--- src/hw/clock_dist_regs.vh ---
`ifndef CLOCK_DIST_REGS_VH
`define CLOCK_DIST_REGS_VH

// Register offsets
`define FUNC_SYNC_CTRL_ADDR 8'h58
`define RESERVED_ADDR 8'h59
`define UPDATE_STROBE_ADDR 8'h5a
`define DIV_BYPASS_ADDR 8'h60
`define OUT_PD_ADDR 8'h61
`define DELAY_SEL_ADDR 8'h62
`define PECL_OFF_ADDR 8'h63
`define STATUS_ADDR 8'h64

// Fields of function_and_sync_control
`define FN_SYNC_DET_EN 0
`define FN_SYNC_SELECT 1
`define FN_SOFT_SYNC 2
`define FN_DIST_REF_PD 3
`define FN_SYNC_PD 4
`define FN_ROLE_LO 5
`define FN_ROLE_HI 6
`define FN_USED_MASK 8'h7f

// Shared pin roles
`define ROLE_RESET 2'b00
`define ROLE_SYNC 2'b01
`define ROLE_TEST 2'b10
`define ROLE_PD 2'b11

// Update strobe field
`define UPD_BIT 0

// Field widths and reset values
`define NUM_OUTPUTS 5
`define NUM_PECL 3
`define FN_RESET 8'h00
`define DIV_BYPASS_RESET 5'h00
`define OUT_PD_RESET 5'h00
`define DELAY_SEL_RESET 1'b0
`define PECL_OFF_RESET 3'h0

// Serial frame sizes
`define INSTR_BITS 16
`define DATA_BITS 8
`define INSTR_READ_BIT 15

`endif

--- src/hw/clock_dist_update_ctrl.v ---
// How it works
// - Two bits of the function register pick the shared pin role: 00 reset, 01 sync, 11 power-down, 10 forbidden.
// - Writing one to the update bit copies all buffered values to the active registers on the next serial clock rise.
// - The update bit clears itself after the copy, so no zero write is needed.
// - A divider set to bypass is powered down automatically.
// - The delay element on the fifth clock output is powered down when it is not in the path.
// - Each clock output has its own power-down control.
// - The whole distribution section can be powered down as one unit.
// - Power-down and power-up of a block keep its register programming.
// - Soft sync high holds outputs and its high-to-low edge triggers a sync.
`include "clock_dist_regs.vh"

module clock_dist_update_ctrl (
  input wire sys_clk,
  input wire reset,
  input wire sclk,
  input wire csb_n,
  input wire sdio_in,
  output wire sdio_out,
  output wire sdio_oe,
  input wire func_pin_n,
  output reg chip_reset_req,
  output reg chip_powerdown,
  output reg sync_hold,
  output reg sync_pulse,
  output reg sync_lost,
  output reg sync_detect_en,
  output reg sync_select,
  output reg dist_ref_pd,
  output reg sync_block_pd,
  output reg [4:0] divider_bypass,
  output reg [4:0] divider_pd,
  output reg delay_in_path,
  output reg delay_pd,
  output reg [4:0] out_pd,
  output reg [2:0] pecl_full_off
);

  wire sclk_rise;
  wire wr_stb;
  wire [7:0] addr;
  wire addr_ok;
  wire [7:0] wdata;
  reg [7:0] rdata;

  // Buffered copies written by the serial port
  reg [7:0] fn_buf_r;
  reg [4:0] byp_buf_r;
  reg [4:0] opd_buf_r;
  reg dsel_buf_r;
  reg [2:0] poff_buf_r;
  reg upd_pending_r;
  reg upd_pending_nxt;

  // Active copies that steer the hardware
  reg [7:0] fn_act_r;
  reg hold_q_r;
  reg sync_lost_nxt;
  reg [1:0] role;
  reg pin_reset;
  reg pin_pd;
  reg hold_nxt;
  reg transfer;
  reg pd_rise;

  // One decode per register, shared by the buffer and strobe logic
  reg wr_fn;
  reg wr_upd;
  reg wr_byp;
  reg wr_opd;
  reg wr_dsel;
  reg wr_poff;

  serial_ctrl_slave u_port (
    .sys_clk(sys_clk),
    .reset(reset),
    .sclk(sclk),
    .csb_n(csb_n),
    .sdio_in(sdio_in),
    .rdata(rdata),
    .sdio_out(sdio_out),
    .sdio_oe(sdio_oe),
    .sclk_rise_r(sclk_rise),
    .wr_stb_r(wr_stb),
    .addr_r(addr),
    .addr_ok_r(addr_ok),
    .wdata_r(wdata)
  );

  function is_wr;
    input [7:0] a;
    input [7:0] target;
    input stb;
    input ok;
    begin
      is_wr = stb & ok & (a == target);
    end
  endfunction

  always @* begin
    wr_fn = is_wr(addr, `FUNC_SYNC_CTRL_ADDR, wr_stb, addr_ok);
    wr_upd = is_wr(addr, `UPDATE_STROBE_ADDR, wr_stb, addr_ok);
    wr_byp = is_wr(addr, `DIV_BYPASS_ADDR, wr_stb, addr_ok);
    wr_opd = is_wr(addr, `OUT_PD_ADDR, wr_stb, addr_ok);
    wr_dsel = is_wr(addr, `DELAY_SEL_ADDR, wr_stb, addr_ok);
    wr_poff = is_wr(addr, `PECL_OFF_ADDR, wr_stb, addr_ok);
    role = fn_act_r[`FN_ROLE_HI:`FN_ROLE_LO];
    pin_reset = (role == `ROLE_RESET) & ~func_pin_n;
    pin_pd = (role == `ROLE_PD) & ~func_pin_n;
    // Test code 10 leaves the pin without effect
    hold_nxt = ((role == `ROLE_SYNC) & ~func_pin_n) | fn_act_r[`FN_SOFT_SYNC];
    // Copy happens on the serial clock rise after the strobe write
    transfer = upd_pending_r & sclk_rise;
    pd_rise = transfer & (((byp_buf_r & ~divider_bypass) != 5'h00)
      | ((opd_buf_r & ~out_pd) != 5'h00)
      | (~dsel_buf_r & delay_in_path)
      | (fn_buf_r[`FN_DIST_REF_PD] & ~dist_ref_pd)
      | (fn_buf_r[`FN_SYNC_PD] & ~sync_block_pd));
    pd_rise = pd_rise | (pin_pd & ~chip_powerdown);
    // Set wins over the clear from a sync
    // A sync edge one cycle after a power-down clears it again, as it realigns
    if (pd_rise) begin
      sync_lost_nxt = 1'b1;
    end else if (hold_q_r & ~hold_nxt) begin
      sync_lost_nxt = 1'b0;
    end else begin
      sync_lost_nxt = sync_lost;
    end
    // A new strobe write wins over a pending clear
    if (wr_upd & wdata[`UPD_BIT]) begin
      upd_pending_nxt = 1'b1;
    end else if (transfer) begin
      upd_pending_nxt = 1'b0;
    end else begin
      upd_pending_nxt = upd_pending_r;
    end
    // Reads return the buffered values, and the status register the live flags; unused bits read zero
    rdata = 8'h00;
    if (addr_ok) begin
      case (addr)
        `FUNC_SYNC_CTRL_ADDR: rdata = fn_buf_r & `FN_USED_MASK;
        `UPDATE_STROBE_ADDR: rdata = {7'h00, upd_pending_r};
        `DIV_BYPASS_ADDR: rdata = {3'h0, byp_buf_r};
        `OUT_PD_ADDR: rdata = {3'h0, opd_buf_r};
        `DELAY_SEL_ADDR: rdata = {7'h00, dsel_buf_r};
        `PECL_OFF_ADDR: rdata = {5'h00, poff_buf_r};
        `STATUS_ADDR: rdata = {4'h0, chip_powerdown, sync_hold, sync_lost, chip_reset_req};
        default: rdata = 8'h00;
      endcase
    end
  end

  always @(posedge sys_clk) begin
    chip_reset_req <= reset | pin_reset;
    if (reset | pin_reset) begin
      fn_buf_r <= `FN_RESET;
      byp_buf_r <= `DIV_BYPASS_RESET;
      opd_buf_r <= `OUT_PD_RESET;
      dsel_buf_r <= `DELAY_SEL_RESET;
      poff_buf_r <= `PECL_OFF_RESET;
      upd_pending_r <= 1'b0;
      fn_act_r <= `FN_RESET;
      divider_bypass <= `DIV_BYPASS_RESET;
      divider_pd <= `DIV_BYPASS_RESET;
      out_pd <= `OUT_PD_RESET;
      delay_in_path <= `DELAY_SEL_RESET;
      delay_pd <= 1'b1;
      pecl_full_off <= `PECL_OFF_RESET;
      dist_ref_pd <= 1'b0;
      sync_block_pd <= 1'b0;
      sync_detect_en <= 1'b0;
      sync_select <= 1'b0;
      chip_powerdown <= 1'b0;
      sync_hold <= 1'b0;
      sync_pulse <= 1'b0;
      sync_lost <= 1'b0;
      hold_q_r <= 1'b0;
    end else begin
      // Writes land in the buffer only; hardware sees them after an update
      if (wr_fn) begin
        fn_buf_r <= wdata & `FN_USED_MASK;
      end
      if (wr_byp) begin
        byp_buf_r <= wdata[4:0];
      end
      if (wr_opd) begin
        opd_buf_r <= wdata[4:0];
      end
      if (wr_dsel) begin
        dsel_buf_r <= wdata[0];
      end
      if (wr_poff) begin
        poff_buf_r <= wdata[2:0];
      end
      upd_pending_r <= upd_pending_nxt;
      // Bypassed dividers and an unselected delay line drop out with the copy
      if (transfer) begin
        fn_act_r <= fn_buf_r;
        divider_bypass <= byp_buf_r;
        divider_pd <= byp_buf_r;
        out_pd <= opd_buf_r;
        delay_in_path <= dsel_buf_r;
        delay_pd <= ~dsel_buf_r;
        pecl_full_off <= poff_buf_r;
        dist_ref_pd <= fn_buf_r[`FN_DIST_REF_PD];
        sync_block_pd <= fn_buf_r[`FN_SYNC_PD];
        sync_detect_en <= fn_buf_r[`FN_SYNC_DET_EN];
        sync_select <= fn_buf_r[`FN_SYNC_SELECT];
      end
      // No power-down path clears the buffers or active copies
      chip_powerdown <= pin_pd;
      hold_q_r <= hold_nxt;
      sync_hold <= hold_nxt;
      sync_pulse <= hold_q_r & ~hold_nxt;
      sync_lost <= sync_lost_nxt;
    end
  end

endmodule // clock_dist_update_ctrl

--- src/hw/serial_ctrl_slave.v ---
`include "clock_dist_regs.vh"

module serial_ctrl_slave (
  input wire sys_clk,
  input wire reset,
  input wire sclk,
  input wire csb_n,
  input wire sdio_in,
  input wire [7:0] rdata,
  output reg sdio_out,
  output reg sdio_oe,
  output reg sclk_rise_r,
  output reg wr_stb_r,
  output reg [7:0] addr_r,
  output reg addr_ok_r,
  output reg [7:0] wdata_r
);

  localparam [3:0] S_IDLE = 4'b0001;
  localparam [3:0] S_INSTR = 4'b0010;
  localparam [3:0] S_DATA = 4'b0100;
  localparam [3:0] S_DONE = 4'b1000;

  reg [3:0] state_r;
  reg sclk_q_r;
  reg [4:0] cnt_r;
  reg [15:0] shift_r;
  reg rd_r;
  reg [7:0] rd_shift_r;
  wire rise = sclk & ~sclk_q_r;
  wire fall = ~sclk & sclk_q_r;

  always @(posedge sys_clk) begin
    if (reset) begin
      state_r <= S_IDLE;
      sclk_q_r <= 1'b0;
      cnt_r <= 5'h00;
      shift_r <= 16'h0000;
      rd_r <= 1'b0;
      rd_shift_r <= 8'h00;
      sdio_out <= 1'b0;
      sdio_oe <= 1'b0;
      sclk_rise_r <= 1'b0;
      wr_stb_r <= 1'b0;
      addr_r <= 8'h00;
      addr_ok_r <= 1'b0;
      wdata_r <= 8'h00;
    end else begin
      sclk_q_r <= sclk;
      sclk_rise_r <= rise;
      wr_stb_r <= 1'b0;
      if (csb_n) begin
        // Frame abort or end releases the line
        state_r <= S_IDLE;
        sdio_oe <= 1'b0;
        cnt_r <= 5'h00;
      end else begin
        case (state_r)
          S_IDLE: begin
            state_r <= S_INSTR;
            cnt_r <= 5'h00;
          end
          S_INSTR: begin
            if (rise) begin
              shift_r <= {shift_r[14:0], sdio_in};
              if (cnt_r == `INSTR_BITS - 1) begin
                cnt_r <= 5'h00;
                rd_r <= shift_r[`INSTR_READ_BIT - 1];
                addr_r <= {shift_r[6:0], sdio_in};
                addr_ok_r <= (shift_r[11:7] == 5'h00);
                state_r <= S_DATA;
              end else begin
                cnt_r <= cnt_r + 5'h01;
              end
            end
          end
          S_DATA: begin
            // Read data is launched on falling edges for the host to catch on rising
            if (rd_r && fall) begin
              sdio_oe <= 1'b1;
              sdio_out <= (cnt_r == 5'h00) ? rdata[7] : rd_shift_r[7];
              rd_shift_r <= (cnt_r == 5'h00) ? {rdata[6:0], 1'b0}
                                              : {rd_shift_r[6:0], 1'b0};
            end
            if (rise) begin
              shift_r <= {shift_r[14:0], sdio_in};
              if (cnt_r == `DATA_BITS - 1) begin
                state_r <= S_DONE;
                wr_stb_r <= ~rd_r;
                wdata_r <= {shift_r[6:0], sdio_in};
              end
              cnt_r <= cnt_r + 5'h01;
            end
          end
          S_DONE: begin
            if (fall) begin
              sdio_oe <= 1'b0;
            end
          end
          default: state_r <= S_IDLE;
        endcase
      end
    end
  end

endmodule // serial_ctrl_slave

--- config.mk ---
export PLATFORM = sky130hd
export DESIGN_NAME = clock_dist_update_ctrl
export DESIGN_NICKNAME = d
export VERILOG_FILES = /design/src/hw/clock_dist_update_ctrl.v /design/src/hw/serial_ctrl_slave.v
export VERILOG_INCLUDE_DIRS = /design/src /design/src/hw
export SDC_FILE = /design/constraint.sdc
export NUM_CORES = 1
export LEC_CHECK = 0
export ABC_AREA = 1
export ABC_CLOCK_PERIOD_IN_PS = 2900
export BUFFER_PORTS_ARGS = -buffer_cell sky130_fd_sc_hd__buf_2
export CORE_AREA = 3 3 118 91
export CTS_BUF_LIST = sky130_fd_sc_hd__clkbuf_8 sky130_fd_sc_hd__clkbuf_16
export DETAILED_ROUTE_END_ITERATION = 7
export DIE_AREA = 0 0 121 94
export PLACE_DENSITY_LB_ADDON = 0.12
export SLEW_MARGIN = 0
export SYNTH_ARGS = -nofsm -noshare
export SYNTH_HDL_FRONTEND = slang
export SYNTH_HIERARCHICAL = 1
export SYNTH_SLANG_ARGS = --single-unit
--- constraint.sdc ---
create_clock -name sys_clk -period 2.9 [get_ports sys_clk]
set_input_delay 0.58 -clock sys_clk [delete_from_list [all_inputs] [get_ports sys_clk]]
set_output_delay 0.58 -clock sys_clk [all_outputs]
set_load 0.01 [all_outputs]
==> flow_summary.ini <==
[logic_synthesis]
mappedNetlistArea_um2 = 4770
synth_cells = 653
syn_area_per_cell_um2 = 7.31
synth.net_count = 663
ys_warn_count = 6

[clock_tree]
clkTransAtPathRegs_ns = 0.07
cts_htree_levels = 3
numCtsBuffers = 9
clock_tree.buffer_depth = 2
clock-sinks = 102
worstSkewPairLatency_ns = 0.35
clock-root-buffer = sky130_fd_sc_hd__clkbuf_16
tritoncts = done
cts.repair.resized = 0
cts_hold_buf = 0
total_setup_buffers_inserted_after_cts = 0

[placement]
routability_congestion_estimate = 0.840
post_dp_area_um2 = 4950
place_ws_ns = 0.988
place.detailed.instances = 797
io_buffer_count = 36
post-dp-hpwl_um = 8200

[setup_path]
ff2ff_path_depth = 8
crit-reg2reg-capture = u_port/addr_r[3]
crit_path_start_kind = register
critical_path.endpoint_type = register
reg2reg_from = u_port/cnt_r[0]
worstPathMaxFanout = 12
critical_path_rt_ns = 3.13
critPathArrivalTime_ns = 2.05
timing_worst_setup_path_type = register to register
worst-r2r-setup-slack_ns = 1.08

[detailed_routing]
drtIter0Drc = 284
vias = 4045
via_per_inst = 4.99
drc = 0
drtPass1Iterations = 5
average_detailed_routed_wire_length_per_instance_um = 13.5
routed_wl_um = 11000
drtAntennaViolNets = 0

[grt]
grt_start_max_net_pins = 37
grt_first_pass_wirelength_um = 18100
antenna_found_initial = 0
groute.usage.overall_pct = 20.2
grt_pass1_vias = 3548
overflow = 0

[timing]
setup_ws_ns = 1.08
hold_violations = 0
finalCriticalPeriod_ns = 1.82
timing.final.setup_violations = 0
worst_pin_slew_ns = 0.713
min_period_over_period_pct = 62.7
grt_setup_unrepaired = no
clock-skew-final_ns = 0.0109
drv_slew = 0
slew_headroom_pct = 52.4
fin_setup_tns_ns = 0
max_freq_ghz = 0.550

[finish]
multi_input_comb_area_um2 = 2220
layoutNonFillerInstCount = 811
filler_cell_count = 913
insertedDiodeCount = 0
finalNetCount = 686
layout-drive-gt1-share_pct = 15.5
sequential_cell_area_um2 = 2040
postLayoutCellArea_um2 = 5280
areaGrowthSynthToFinish_pct = 10.5

[pwr]
power.density_nw_per_um2 = 542
peakVddDrop_uv = 340
totalPowerFinal_mw = 2.86
leakage_nw = 2.10

[die]
fp-row-count = 31
core_um2 = 9660
initial_utilization_pct = 49.4
die_w_um = 121
pin_count = 37
dieArea_um2 = 11400
dieHeight_um = 94

[job]
max_cap_viol_count = 0

[status]
status = finished clean

[worst_hold_path]
worstHoldPathCells = 2
min_to = u_port/rd_shift_r[1]
holdCritPathClass = register to register
timing.hold.worst.start = u_port/rd_shift_r[1]
[final cells by class]
class                           count  area share [%]
Sequential cell                   102            38.7
Inverter                           87            6.24
Multi-Input combinational cell    438            42.1
Clock buffer                        9            4.27
Clock inverter                      5            1.90
Tap cell                          132            3.13
Timing Repair Buffer               38            3.70
[worst max-delay path, stage by stage, from the launching register on]
cell and delay [ns]:
sky130_fd_sc_hd__dfxtp_1 0.33, sky130_fd_sc_hd__ha_1 0.23, sky130_fd_sc_hd__nand2_1 0.14, sky130_fd_sc_hd__nor2_1 0.08
sky130_fd_sc_hd__ha_1 0.24, sky130_fd_sc_hd__nand3_2 0.20, sky130_fd_sc_hd__clkinv_1 0.26, sky130_fd_sc_hd__nor2_1 0.16
sky130_fd_sc_hd__nor2_1 0.07
[layer usage]
layer,global-route usage (%),vias up,wire [um]
li1,-,2122,-
met1,32.4,1835,6110
met2,26.8,79,4230
met3,4.76,9,542
met4,4.25,0,98
met5,0,-,0
[stage by stage]
| stage | utilization, % | hold slack (ns) |
|---|---|---|
| 2_1_floorplan | - | 0.424 |
| 4_1_cts | 54.6 | 0.460 |
| 5_1_grt | 54.6 | 0.475 |
| 6_report | 54.6 | 0.457 |
| 3_5_place_dp | 51.3 | 0.450 |
| 3_3_place_gp | 51.3 | 0.441 |
[layout by cell type (no fill, tap or decap), drive strengths merged, types with 4 or more instances in the layout]
master  count
clkbuf      9
nor2       78
nand3      53
dfxtp     102
ha          4
nand2     159
o21ai      52
inv        86
buf        38
a21oi      79
[flip-flops by register name, summed over array words and instances, names as in the netlist, 3 cells and up]
register,flops
u_port/cnt_r,5
u_port/rd_shift_r,7
u_port/wdata_r,7
byp_buf_r,5
fn_act_r,7
poff_buf_r,3
u_port/shift_r,15
fn_buf_r,7
divider_pd,5
opd_buf_r,5
pecl_full_off,3
u_port/addr_r,8
u_port/state_r,4
out_pd,5
[worst max-delay path by stage]
stage,to,startpoint
after floorplan,u_port/addr_r[5],u_port/cnt_r[0]
after global placement,delay_pd,reset
after detailed placement,delay_pd,reset
after CTS,u_port/addr_r[3],u_port/cnt_r[0]
after global routing,u_port/addr_ok_r,u_port/cnt_r[0]
final,u_port/addr_r[3],u_port/cnt_r[0]
[report_power, final]
group / switching [mW] / internal, mW / leakage (nW) / total (mW)
Combinational: 0.0767 / 0.0283 / 1.11 / 0.105
Sequential: 0.00665 / 1.41 / 0.823 / 1.41
Clock: 0.513 / 0.831 / 0.161 / 1.34
Total: 0.597 / 2.27 / 2.10 / 2.86
No activity file was read; power rests on OpenSTA's default activity.
